$ cat src/rtl/swb_pkg.sv
// swb_pkg: constants for the subtract-with-borrow execution block
// assumes a core that feeds one instruction word per four-phase cycle
package swb_pkg;
  localparam int          DATA_W        = 8;
  localparam int          ADDR_W        = 12;
  localparam int          BANK_W        = 4;
  localparam int          INSTR_W       = 16;
  // upper six bits of the opcode: 0101 01
  localparam logic [5:0]  OPC_SWB       = 6'h15;
  localparam int          OPC_HI        = 15;
  localparam int          OPC_LO        = 10;
  localparam int          DEST_BIT      = 9;
  localparam int          BANK_BIT      = 8;
  // highest register address using indexed literal offset
  localparam logic [7:0]  IDX_LIMIT     = 8'h5F;
  // access bank: offsets below 0x60 map to bank 0, the rest to bank 15
  localparam logic [7:0]  ACC_SPLIT     = 8'h60;
  localparam logic [3:0]  BANK_HI       = 4'hF;
  localparam logic [3:0]  BANK_LO       = 4'h0;
  localparam logic [7:0]  ACC_RESET     = 8'h00;
  localparam logic [11:0] ADDR_RESET    = 12'h000;
  // status flag positions in the flag vector
  localparam int          FLG_BORROW_N  = 0;
  localparam int          FLG_HALF      = 1;
  localparam int          FLG_ZERO      = 2;
  localparam int          FLG_OVF       = 3;
  localparam int          FLG_MSB       = 4;
  localparam logic [4:0]  FLAGS_RESET   = 5'h00;
  typedef enum logic [1:0] {
    SWB_Q1 = 2'b00,
    SWB_Q2 = 2'b01,
    SWB_Q3 = 2'b10,
    SWB_Q4 = 2'b11
  } swb_phase_type;
endpackage : swb_pkg

$ cat src/rtl/swb_core.sv
// swb_core: executes the subtract-with-borrow-from-accumulator instruction
// assumes i_instr and i_fsr_base are held stable over a whole cycle and
// the data memory answers a read within the same phase in which the address is shown
//
// What this block does
// - difference is acc minus reg minus borrow
// - destination bit 0 writes the accumulator
// - destination bit 1 writes the register back
// - bank bit 0 selects the access bank
// - bank bit 1 prefixes the bank pointer
// - extended set, low addresses use index offset
// - five arithmetic flags are updated
// - decode upper byte pattern 0101 01da
module swb_core
  import swb_pkg::*;
(
  // clock and reset
  input  wire logic                      i_sys_clk,
  input  wire logic                      i_sys_rst,
  // instruction stream
  input  wire logic [swb_pkg::INSTR_W-1:0] i_instr,
  input  wire logic                      i_ext_set_en,
  input  wire logic [swb_pkg::BANK_W-1:0]  i_bank_pointer,
  input  wire logic [swb_pkg::ADDR_W-1:0]  i_fsr_base,
  // data memory
  output logic [swb_pkg::ADDR_W-1:0]     o_mem_addr,
  output logic                           o_mem_rd,
  output logic                           o_mem_wr,
  output logic [swb_pkg::DATA_W-1:0]     o_mem_wdata,
  input  wire logic [swb_pkg::DATA_W-1:0]  i_mem_rdata,
  // architectural state
  output logic [swb_pkg::DATA_W-1:0]     o_acc,
  output logic                           o_msb_flag,
  output logic                           o_signed_range_exceeded_flag,
  output logic                           o_borrow_inverse_flag,
  output logic                           o_half_carry_flag,
  output logic                           o_all_bits_clear_flag,
  output logic                           o_exec_done
);
  import swb_pkg::*;

  // ----------------------------------------------------------------
  // state
  // ----------------------------------------------------------------
  swb_phase_type             phase_q;
  logic                      hit_q;
  logic                      dest_q;
  logic [ADDR_W-1:0]         addr_q;
  logic [DATA_W-1:0]         opnd_q;
  logic [DATA_W-1:0]         res_q;
  logic [4:0]                flags_q;
  logic [4:0]                flags_d;
  logic [DATA_W-1:0]         acc_q;
  logic                      done_q;
  logic                      hit_d;
  logic [ADDR_W-1:0]         addr_d;
  logic [DATA_W:0]           diff_full;
  logic [4:0]                half_full;
  logic [DATA_W-1:0]         diff;

  // ----------------------------------------------------------------
  // decode and address
  // ----------------------------------------------------------------
  // opcode match
  assign hit_d = (i_instr[OPC_HI:OPC_LO] == OPC_SWB);

  // address forming; the indexed case wraps within the data space
  always_comb begin
    addr_d = ADDR_RESET;
    if (i_ext_set_en && !i_instr[BANK_BIT]
        && (i_instr[7:0] <= IDX_LIMIT)) begin
      addr_d = i_fsr_base + {{(ADDR_W-8){1'b0}}, i_instr[7:0]};
    end else if (!i_instr[BANK_BIT]) begin
      addr_d = {(i_instr[7:0] < ACC_SPLIT) ? BANK_LO : BANK_HI,
                i_instr[7:0]};
    end else begin
      addr_d = {i_bank_pointer, i_instr[7:0]};
    end
  end

  // ----------------------------------------------------------------
  // arithmetic
  // ----------------------------------------------------------------
  // acc - reg - not carry
  assign diff_full = {1'b0, acc_q} - {1'b0, opnd_q}
                     - {{DATA_W{1'b0}}, ~flags_q[FLG_BORROW_N]};
  assign half_full = {1'b0, acc_q[3:0]} - {1'b0, opnd_q[3:0]}
                     - {4'h0, ~flags_q[FLG_BORROW_N]};
  assign diff      = diff_full[DATA_W-1:0];

  always_comb begin
    flags_d = flags_q;
    flags_d[FLG_BORROW_N] = ~diff_full[DATA_W];
    flags_d[FLG_HALF]     = ~half_full[4];
    flags_d[FLG_ZERO]     = (diff == ACC_RESET);
    flags_d[FLG_MSB]      = diff[DATA_W-1];
    // overflow: operand signs differ and result sign follows subtrahend
    flags_d[FLG_OVF]      = (acc_q[DATA_W-1] != opnd_q[DATA_W-1])
                            && (diff[DATA_W-1] != acc_q[DATA_W-1]);
  end

  // ----------------------------------------------------------------
  // phase sequencer
  // ----------------------------------------------------------------
  // four phases per cycle
  always_ff @(posedge i_sys_clk) begin
    if (i_sys_rst) begin
      phase_q <= SWB_Q1;
    end else begin
      case (phase_q)
        SWB_Q1:  phase_q <= SWB_Q2;
        SWB_Q2:  phase_q <= SWB_Q3;
        SWB_Q3:  phase_q <= SWB_Q4;
        default: phase_q <= SWB_Q1;
      endcase
    end
  end

  // decode latch at the first phase
  always_ff @(posedge i_sys_clk) begin
    if (i_sys_rst) begin
      hit_q  <= 1'b0;
      dest_q <= 1'b0;
      addr_q <= ADDR_RESET;
    end else if (phase_q == SWB_Q1) begin
      hit_q  <= hit_d;
      dest_q <= i_instr[DEST_BIT];
      addr_q <= addr_d;
    end
  end

  // operand capture at the read phase
  always_ff @(posedge i_sys_clk) begin
    if (i_sys_rst) begin
      opnd_q <= ACC_RESET;
    end else if (phase_q == SWB_Q2 && hit_q) begin
      opnd_q <= i_mem_rdata;
    end
  end

  // compute phase: result and flags
  always_ff @(posedge i_sys_clk) begin
    if (i_sys_rst) begin
      res_q   <= ACC_RESET;
      flags_q <= FLAGS_RESET;
    end else if (phase_q == SWB_Q3 && hit_q) begin
      res_q   <= diff;
      flags_q <= flags_d;
    end
  end

  // write phase: accumulator update
  always_ff @(posedge i_sys_clk) begin
    if (i_sys_rst) begin
      acc_q <= ACC_RESET;
    end else if (phase_q == SWB_Q4 && hit_q && !dest_q) begin
      acc_q <= res_q;
    end
  end

  // completion pulse, one per executed instruction
  always_ff @(posedge i_sys_clk) begin
    if (i_sys_rst) begin
      done_q <= 1'b0;
    end else begin
      done_q <= (phase_q == SWB_Q4) && hit_q;
    end
  end

  // ----------------------------------------------------------------
  // outputs
  // ----------------------------------------------------------------
  assign o_mem_addr  = addr_q;
  assign o_mem_rd    = (phase_q == SWB_Q2) && hit_q;
  assign o_mem_wr    = (phase_q == SWB_Q4) && hit_q && dest_q;
  assign o_mem_wdata = res_q;
  assign o_acc       = acc_q;
  assign o_msb_flag                   = flags_q[FLG_MSB];
  assign o_signed_range_exceeded_flag = flags_q[FLG_OVF];
  assign o_borrow_inverse_flag        = flags_q[FLG_BORROW_N];
  assign o_half_carry_flag            = flags_q[FLG_HALF];
  assign o_all_bits_clear_flag        = flags_q[FLG_ZERO];
  assign o_exec_done                  = done_q;
endmodule // swb_core

$ cat config.mk
export PLATFORM = sky130hd
export DESIGN_NAME = swb_core
export DESIGN_NICKNAME = d
export VERILOG_FILES = /design/src/rtl/swb_pkg.sv /design/src/rtl/swb_core.sv
export SDC_FILE = /design/constraint.sdc
export NUM_CORES = 1
export LEC_CHECK = 0
export BUFFER_PORTS_ARGS = -buffer_cell sky130_fd_sc_hd__buf_2
export CORE_UTILIZATION = 46
export DETAILED_ROUTE_END_ITERATION = 8
export PLACE_DENSITY = 0.83
export SYNTH_ARGS = -nofsm -noshare
export SYNTH_HDL_FRONTEND = slang
export SYNTH_SLANG_ARGS = --single-unit
$ cat constraint.sdc
create_clock -name i_sys_clk -period 3.5 [get_ports i_sys_clk]
set_input_delay 0.7 -clock i_sys_clk [delete_from_list [all_inputs] [get_ports i_sys_clk]]
set_output_delay 0.7 -clock i_sys_clk [all_outputs]
set_load 0.005 [all_outputs]
==> qor.csv, run 1 <==
stage;metric;value;unit
run_status;outcome;completed;
final_layout;layout_common_cells;buf_2 (78), nand2_1 (61), dfxtp_1 (45);
final_layout;drive_gt1_share;21.2;%
timing;grt_setup_unrepaired;false;
pwr;power_leakage;1.54;nW
timing;max-slew-margin-rel;38.0;%
final_layout;diodes;0;
placed_design;hpwl;5.11;mm
placed_design;gp_congestion;0.924;
route;routed-via-count;2728;
timing;period_share;70.3;%
yosys;syn_inst;361;
global_routing;antenna_found_initial;0;
cts;insertion_delay;0.30;ns
final_layout;nFillCells;545;
cts;hold_buffers;0;
global_routing;grt_first_pass_wirelength;11.0;mm
yosys;ys.flop_type;dfxtp_1;
global_routing;track_usage;21.6;%
timing;finalSetupViolations;0;
setup_path;path_class;input port to flip-flop;
timing;fin_crit;2.46;ns
cts;cts_inserted_buffers;5;
route;firstDrtPassIters;4;
yosys;synth.distinct_cells;50;
final_layout;mostFrequentLayoutCell;buf_2;
timing;worstMarginPinSlew;0.930;ns
cts;root_buffer;clkbuf_8;
worst_hold_path;min_path_type;flip-flop to flip-flop;
route;drt-total-wl;6.60;mm
yosys;avgSynthCellArea;7.87;sq um
pwr;power_per_cell_area;392;mW/mm^2
cts;cts_setup_buffers;0;
setup_path;startpoint_type;input port;
route;drtAntennaViolNets;0;
floorplanning;die_w;80.6;um
setup_path;cp_max_fo;4;
route;drtIter0Drc;123;
placed_design;port_buffers;78;
final_layout;multi_input_area;0.00177;sq mm
floorplanning;ios;79;
flow_run;max_cap_viol_count;0;
yosys;synth_edf_count;0;
final_layout;fin_cells;509;
timing;fin_setup_tns;0;ns
setup_path;arrival;2.71;ns
floorplanning;core_area;0.00592;sq mm
yosys;yosysSeqAreaShare;31.7;%
timing;maxSlewViolCount;0;
yosys;async_flop_share;0;%
floorplanning;die_height;80.6;um
setup_path;required;3.74;ns
timing;fmaxAchievable;0.406;GHz
yosys;ys_ff_latch;45;
setup_path;cp-end-kind;flip-flop;
route;drcViolationCount;0;
floorplanning;fp.dieArea;0.00649;sq mm
yosys;syn_nets;433;
cts;clk_pin_slew;0.09;ns
pwr;p_total;1.33;mW
final_layout;areaGrowthSynthToFinish;19.5;%
cts;cts-resized-gates;0;
route;wl_per_cell;13.0;um
placed_design;placedCellCount;501;
timing;clock_skew;0.00958;ns
global_routing;first_global_vias;2576;
route;via_per_inst;5.36;
floorplanning;rows;28;
yosys;yosys_warnings;0;
pwr;irDropWorstVdd;0.239;mV
cts;cts_buffer_depth;2;
cts;h-tree-depth;2;
global_routing;grt_start_max_net_pins;54;
cts;clkSinkCount;45;
timing;finalHoldViolCount;0;
global_routing;grt_overflow_total;0;
final_layout;nNetsFinal;505;
cts;cts_tree;done;
yosys;syn-cell-area;0.00284;sq mm
final_layout;regArea;901;sq um
floorplanning;initial_core_util;48.0;%
path summary, 6_finish.rpt:
kind	slack, ns	cells after the start	startpoint	end
setup reg to reg	1.06	9	o_acc[5]	flags_q[3]
hold reg to reg	0.46	2	flags_q[1]	flags_q[1]
hold / removal	0.46	2	flags_q[1]	flags_q[1]
setup / recovery	1.04	8	i_instr[0]	o_mem_addr[10]
metal layers:
metal	track usage [%]	wire length, um	vias up
li1	-	-	1397
met1	23.6	2870	1252
met2	39.7	3300	73
met3	5.91	366	6
met4	6.61	52	0
met5	0	0	-
stage by stage:
stage | util, % | hold slack (ns) | instance area, sq um | worst slack, ns
2_1_floorplan | - | 0.436 | 2840 | 1.10
3_3_place_gp | 55.3 | 0.441 | 3270 | 0.834
3_5_place_dp | 55.3 | 0.449 | 3270 | 0.787
4_1_cts | 57.3 | 0.462 | 3390 | 1.04
5_1_grt | 57.3 | 0.486 | 3390 | 0.851
6_report | 57.3 | 0.460 | 3390 | 1.04
synth_stat cells, drive strengths merged (3+ instances only):
library cell  number  area share, %
o211ai             4            1.1
a21o               6            1.6
o21ai             13            2.3
a211oi            10            3.3
a21oi             34            6.0
and3               5            1.3
or3                3           0.66
inv               30            4.0
nor2              24            3.2
fa                 3            2.1
dfxtp             45             32
nor4               5            1.1
nand2b             8            1.8
o21a               3           0.79
nand3              7            1.2
xnor2             10            3.1
a311oi             4            1.2
o31ai              5            1.3
nand2             61            8.1
ha                26             11
nor3               4           0.70
nor2b              6            1.3
buf                4           0.70
nand4              4           0.88
clkbuf            10            1.3
flip-flops by register name, summed over array words and instances (netlist names):
signal       cells
o_mem_addr      12
o_acc            8
o_mem_wdata      8
opnd_q           8
flags_q          4
phase_q          2
dest_q           1
hit_q            1
o_exec_done      1
final cells by class:
class / count / share of cell area (%)
timing repair buffer: 79 / 11.7
clock inverter: 2 / 1.11
sequential: 45 / 26.5
multi-input combinational: 271 / 52.0
inverter: 31 / 3.43
tap: 75 / 2.76
clock buffer: 6 / 2.43
worst max-delay path, stage by stage:
cell	delay (ns)
buf_2	0.11
ha_1	0.22
fa_1	0.41
a21o_1	0.18
a21oi_1	0.26
o21ai_0	0.24
a2111oi_0	0.42
or3_1	0.16
power breakdown:
part / switching, mW / leakage (nW) / total [mW] / internal, mW
Clock: 0.183 / 0.0574 / 0.415 / 0.232
Combinational: 0.183 / 1.12 / 0.329 / 0.145
Sequential: 0.0269 / 0.366 / 0.587 / 0.560
Total: 0.393 / 1.54 / 1.33 / 0.938
cell families after synthesis:
| logic type | synth area share (%) |
|---|---|
| muxes | 0.705 |
| and+or+nand+nor | 23.3 |
| adders and majority gates | 13.6 |
| AOI/OAI and AO/OA | 20.9 |
| xor gates and xnor gates | 3.70 |
| buffers and inverters | 6.12 |
| DFF | 31.7 |
(Power assumes the default switching activity.)
==> inputs of run 2 (changes only) <==
Settings changed: ABC_AREA set to 1, PLACE_DENSITY 0.83 to 0.82.
Clock period 3.5 ns to 2.3 ns, I/O delays scaled along.
==> run 2 against run 1 <==
Effect of this change:
- cell count up 17%
- setup slack worse by 0.83 ns
- synthesized cell count grew 22%
- non-clock buffer count is 3 higher
- flip-flop and latch count stayed put
- die area grew 5.7%
- global-route usage rose by 1.3 points
- critical path type is now flip-flop to flip-flop
- design area rose by 5.9%
==> qor.csv, run 2 <==
stage;metric;value;unit;change
yosys;syn-cell-area;0.00301;sq mm;was 0.00284 sq mm
setup_path;required;2.55;ns;was 3.74 ns
route;wl_per_cell;12.8;um;was 13.0 um
yosys;ys_ff_latch;45;;unchanged
timing;period_share;91.0;%;
timing;fin_crit;2.09;ns;
global_routing;first_global_vias;2960;;was 2576
worst_hold_path;min_path_type;input port to flip-flop;;was flip-flop to flip-flop
timing;maxSlewViolCount;0;;unchanged
cts;cts_inserted_buffers;5;;unchanged
timing;finalSetupViolations;0;;unchanged
pwr;power_per_cell_area;734;mW/mm^2;was 392 mW/mm^2
route;via_per_inst;5.12;;was 5.36
route;drcViolationCount;0;;unchanged
route;drtIter0Drc;102;;was 123
yosys;yosys_warnings;0;;unchanged
pwr;power_leakage;1.96;nW;was 1.54 nW
route;firstDrtPassIters;4;;unchanged
floorplanning;rows;29;;was 28
floorplanning;fp.dieArea;0.00686;sq mm;was 0.00649 sq mm
yosys;syn_inst;440;;was 361
timing;finalHoldViolCount;0;;unchanged
cts;cts-resized-gates;0;;unchanged
timing;fin_setup_tns;0;ns;unchanged
cts;clk_pin_slew;0.09;ns;about the same
placed_design;port_buffers;78;;unchanged
global_routing;track_usage;22.9;%;was 21.6%
cts;hold_buffers;0;;unchanged
global_routing;grt_first_pass_wirelength;13.0;mm;was 11.0 mm
global_routing;antenna_found_initial;0;;unchanged
global_routing;grt_overflow_total;0;;unchanged
yosys;synth_area_leader_cell;dfxtp_1;;unchanged
final_layout;nFillCells;623;;was 545
yosys;yosysSeqAreaShare;30.0;%;was 31.7%
yosys;ys_top_cells_by_count;nand2_1 (84), inv_1 (73), dfxtp_1 (45);;was nand2_1 (61), dfxtp_1 (45), a21oi_1 (34)
route;drtAntennaViolNets;0;;unchanged
timing;grt_setup_unrepaired;false;;unchanged
pwr;irDropWorstVdd;0.465;mV;was 0.239 mV
cts;cts_tree;done;;unchanged
timing;fmaxAchievable;0.478;GHz;
setup_path;cp_max_fo;2;;was 4
floorplanning;die_height;82.8;um;was 80.6 um
yosys;synth.distinct_cells;31;;was 50
yosys;async_flop_share;0;%;unchanged
timing;hold_slack;0.403;ns;was 0.460 ns
cts;cts_buffer_depth;2;;unchanged
timing;worstMarginPinSlew;0.460;ns;was 0.930 ns
final_layout;largest_reg_flops;12;;unchanged
cts;cts_setup_buffers;0;;unchanged
floorplanning;ios;79;;unchanged
flow_run;max_cap_viol_count;0;;unchanged
yosys;synth_top_area_share;30.0;%;was 31.7%
final_layout;multi_input_area;0.00175;sq mm;was 0.00177 sq mm
yosys;synth.area.top_cells;dfxtp_1 (30%), ha_1 (11%), nand2_1 (10%);;was dfxtp_1 (32%), ha_1 (11%), nand2_1 (8.1%)
final_layout;diodes;0;;unchanged
yosys;avgSynthCellArea;6.83;sq um;was 7.87 sq um
route;routed-via-count;3052;;was 2728
placed_design;gp_congestion;0.901;;was 0.924
cts;root_buffer;clkbuf_8;;unchanged
yosys;synth_edf_count;0;;unchanged
setup_path;startpoint_type;flip-flop;;was input port
floorplanning;initial_core_util;47.6;%;was 48.0%
final_layout;nNetsFinal;590;;was 505
final_layout;regArea;901;sq um;unchanged
floorplanning;core_area;0.00631;sq mm;was 0.00592 sq mm
run_status;outcome;completed;;unchanged
setup_path;arrival;2.34;ns;was 2.71 ns
final_layout;layout_common_cells;nand2_1 (84), buf_2 (78), inv_1 (73);;was buf_2 (78), nand2_1 (61), dfxtp_1 (45)
yosys;syn_nets;512;;was 433
timing;max-slew-margin-rel;69.3;%;was 38.0%
final_layout;drive_gt1_share;22.4;%;was 21.2%
final_layout;mostFrequentLayoutCell;nand2_1;;was buf_2
cts;insertion_delay;0.30;ns;about the same
cts;h-tree-depth;2;;unchanged
final_layout;areaGrowthSynthToFinish;19.5;%;about the same
floorplanning;die_w;82.8;um;was 80.6 um
cts;clkSinkCount;45;;unchanged
yosys;yosysMostFrequentCell;nand2_1;;unchanged
yosys;ys.flop_type;dfxtp_1;;unchanged
global_routing;grt_start_max_net_pins;22;;was 54
setup_path;path_class;flip-flop to flip-flop;;was input port to flip-flop
route;drt-total-wl;7.65;mm;was 6.60 mm
placed_design;hpwl;5.99;mm;was 5.11 mm
timing;clock_skew;0.00995;ns;was 0.00958 ns
setup_path;cp-end-kind;flip-flop;;unchanged
==> run 2: worst paths after layout <==
kind	start	endpoint	slack [ns]	depth (start not counted)
hold reg to reg	o_mem_addr[5]	o_mem_addr[5]	0.46	2
hold / removal	i_mem_rdata[5]	opnd_q[5]	0.40	3
setup reg to reg	o_acc[0]	flags_q[2]	0.21	12
setup / recovery	o_acc[0]	flags_q[2]	0.21	12
==> run 2: critical path: stages (launching register included) <==
cell and delay (ns):
dfxtp_1 0.33, inv_1 0.07, fa_1 0.56, inv_1 0.05, ha_1 0.29, inv_1 0.04
nand2_1 0.05, nand3_1 0.10, nor2_1 0.14, nand3_1 0.10, nor2_1 0.11, nand2_1 0.07
a21oi_2 0.12
==> run 2: logic make-up (layout without fill, tap and decap cells) <==
family | Yosys count | in the layout | share of synthesized area [%]
fa+ha+maj | 29 | 29 | 12.8
simple gates | 189 | 189 | 28.8
flops | 45 | 45 | 30.0
buf+inv | 91 | 170 | 11.8
xor+xnor | 5 | 5 | 1.46
compound gates | 81 | 81 | 15.1
==> run 2: metrics by stage <==
stage                     total power, mW  std cells  setup slack, ns  instance area [sq um]  util [%]
after detailed placement             2.04        588            0.233                   3480      55.2
after floorplan                      1.72        440            0.358                   3010         -
after global placement               2.00        588            0.334                   3480      55.2
final                                2.64        596            0.206                   3590      56.9
after global routing                 2.84        596           0.0380                   3590      56.9
after CTS                            2.66        596            0.205                   3590      56.9
==> run 2: cell type report <==
type	instances	share of cell area [%]
sequential	45	25.1
tap	77	2.68
timing repair buffer	82	12.0
multi-input combinational	304	48.7
clock buffer	6	2.02
clock inverter	2	1.08
inverter	80	8.36
==> run 2: where the power goes <==
part,internal (mW),switching [mW]
clock network,0.327,0.284
registers,0.893,0.0680
logic,0.414,0.652
==> run 2: metal layers <==
metal / track usage (%) / share of wire (%)
met5: 0 / 0
met4: 6.43 / 1.7
met3: 4.37 / 6.1
met2: 42.5 / 49
met1: 26.4 / 43
==> inputs of run 3 (changes only) <==
Settings changed: ABC_AREA 1 to 0, PLACE_DENSITY 0.82 to 0.83, REMOVE_ABC_BUFFERS set to 1.
==> run 3 against run 2 <==
Effect of this change:
- non-clock buffer count rose by 13
- clock skew fell by 0.0010 ns
- highest routed layer unchanged
- critical path type unchanged
- critical path depth fell by 3
- combinational power fell by 52%
- core utilization rose by 4.0 points
==> qor.csv, run 3 (synthesized netlist as in run 1, its figures left out) <==
stage;metric;value;unit;change
pwr;power_leakage;1.63;nW;was 1.96 nW
floorplanning;initial_core_util;48.0;%;was 47.6%
setup_path;startpoint_type;flip-flop;;unchanged
global_routing;track_usage;22.7;%;was 22.9%
cts;cts_inserted_buffers;5;;unchanged
floorplanning;ios;79;;unchanged
route;drt-total-wl;7.23;mm;was 7.65 mm
timing;maxSlewViolCount;0;;unchanged
final_layout;drive_gt1_share;28.3;%;was 22.4%
cts;clkSinkCount;45;;unchanged
cts;hold_buffers;0;;unchanged
floorplanning;fp.dieArea;0.00649;sq mm;was 0.00686 sq mm
pwr;p_total;1.91;mW;was 2.64 mW
floorplanning;die_w;80.6;um;was 82.8 um
placed_design;gp_congestion;0.900;;was 0.901
setup_path;arrival;2.45;ns;was 2.34 ns
final_layout;final_core_util;60.9;%;was 56.9%
route;via_per_inst;5.55;;was 5.12
floorplanning;die_height;80.6;um;was 82.8 um
pwr;irDropWorstVdd;0.321;mV;was 0.465 mV
setup_path;cp-end-kind;flip-flop;;unchanged
timing;hold_slack;0.390;ns;was 0.403 ns
flow_run;max_cap_viol_count;0;;unchanged
timing;fmaxAchievable;0.447;GHz;was 0.478 GHz
global_routing;antenna_found_initial;0;;unchanged
route;firstDrtPassIters;4;;unchanged
setup_path;cp_max_fo;3;;was 2
timing;clock_skew;0.00890;ns;was 0.00995 ns
pwr;power_per_cell_area;531;mW/mm^2;was 734 mW/mm^2
global_routing;grt_first_pass_wirelength;11.5;mm;was 13.0 mm
timing;max-slew-margin-rel;52.9;%;was 69.3%
global_routing;grt_overflow_total;0;;unchanged
timing;worstMarginPinSlew;0.704;ns;was 0.460 ns
final_layout;layout_common_cells;buf_2 (78), nand2_1 (61), dfxtp_1 (42);;was nand2_1 (84), buf_2 (78), inv_1 (73)
cts;cts_tree;done;;unchanged
setup_path;required;2.51;ns;was 2.55 ns
run_status;outcome;completed;;unchanged
cts;cts_setup_buffers;0;;unchanged
worst_hold_path;min_path_type;input port to flip-flop;;unchanged
cts;insertion_delay;0.30;ns;about the same
final_layout;largest_reg_flops;12;;unchanged
placed_design;hpwl;5.40;mm;was 5.99 mm
final_layout;areaGrowthSynthToFinish;26.9;%;was 19.5%
timing;finalSetupViolations;0;;unchanged
global_routing;grt_start_max_net_pins;25;;was 22
timing;fin_setup_tns;0;ns;unchanged
final_layout;mostFrequentLayoutCell;buf_2;;was nand2_1
timing;finalHoldViolCount;0;;unchanged
route;routed-via-count;2910;;was 3052
cts;cts_buffer_depth;2;;unchanged
floorplanning;rows;28;;was 29
cts;root_buffer;clkbuf_8;;unchanged
route;drcViolationCount;0;;unchanged
route;wl_per_cell;13.8;um;was 12.8 um
timing;setup_ws;0.0624;ns;was 0.206 ns
final_layout;nFillCells;538;;was 623
final_layout;nNetsFinal;521;;was 590
timing;period_share;97.3;%;was 91.0%
cts;clk_pin_slew;0.09;ns;about the same
setup_path;path_class;flip-flop to flip-flop;;unchanged
placed_design;port_buffers;78;;unchanged
timing;fin_crit;2.24;ns;was 2.09 ns
route;drtAntennaViolNets;0;;unchanged
floorplanning;core_area;0.00592;sq mm;was 0.00631 sq mm
global_routing;first_global_vias;2630;;was 2960
cts;h-tree-depth;2;;unchanged
final_layout;diodes;0;;unchanged
route;drtIter0Drc;119;;was 102
placed_design;dp_slack;-0.0607;ns;was 0.233 ns
[run 3: cell count changes in the layout (fill, tap and decap cells not counted), sizes merged, moves of 13 or more]
cell   delta
o21ai    -19
nand3    -29
nor2     -19
inv      -48
nand2    -34
buf      +13
[run 3: what timing repair did]
| item | in CTS | in global routing |
|---|---|---|
| hold endpoints to repair | 0 | 0 |
| gates resized for setup | 4 | 19 |
| endpoints found under the setup margin | 4 | 4 |
| pin swaps | 0 | 7 |
[run 3: per-stage QoR]
| step | std cells | area, sq um |
|---|---|---|
| 6_report | 524 | 3600 |
| 2_1_floorplan | 347 | 2780 |
| 3_5_place_dp | 517 | 3390 |
| 5_1_grt | 524 | 3600 |
| 3_3_place_gp | 517 | 3390 |
| 4_1_cts | 524 | 3490 |
[run 3: layer usage]
| layer | vias up | wire length [um] | GRT usage [%] |
|---|---|---|---|
| li1 | 1430 | - | - |
| met1 | 1372 | 3050 | 26.4 |
| met2 | 103 | 3710 | 42.2 |
| met3 | 5 | 426 | 4.66 |
| met4 | 0 | 41 | 4.46 |
| met5 | - | 0 | 0 |
[run 3: final timing paths]
| kind | startpoint | to | slack (ns) | depth (start not counted) |
|---|---|---|---|---|
| max | o_acc[5] | flags_q[3] | 0.06 | 9 |
| min reg2reg | opnd_q[1] | opnd_q[1] | 0.46 | 2 |
| min | i_mem_rdata[3] | opnd_q[3] | 0.39 | 3 |
| max reg2reg | o_acc[5] | flags_q[3] | 0.06 | 9 |
[run 3: layout make-up]
type | instances | area (sq um) | area share (%)
Tap cell | 75 | 93.8 | 2.60
Inverter | 31 | 116 | 3.23
Clock buffer | 6 | 82.6 | 2.29
Multi-Input combinational cell | 271 | 1880 | 52.2
Timing Repair Buffer | 95 | 518 | 14.4
Sequential cell | 45 | 905 | 25.1
Clock inverter | 1 | 7.51 | 0.208
[run 3: critical path, cell delays in order (launching register included)]
cell and delay [ns]:
dfxtp_1 0.33, inv_1 0.04, ha_1 0.26, inv_1 0.04, ha_1 0.34, and3_4 0.20, a211oi_2 0.22, a21oi_1 0.13
or3_4 0.38, o311ai_2 0.20
[run 3: where the power goes]
group / leakage (nW) / internal, mW / switching [mW]
Sequential: 0.368 / 0.852 / 0.0441
Combinational: 1.22 / 0.229 / 0.281
Clock: 0.0433 / 0.238 / 0.271
Total: 1.63 / 1.32 / 0.595
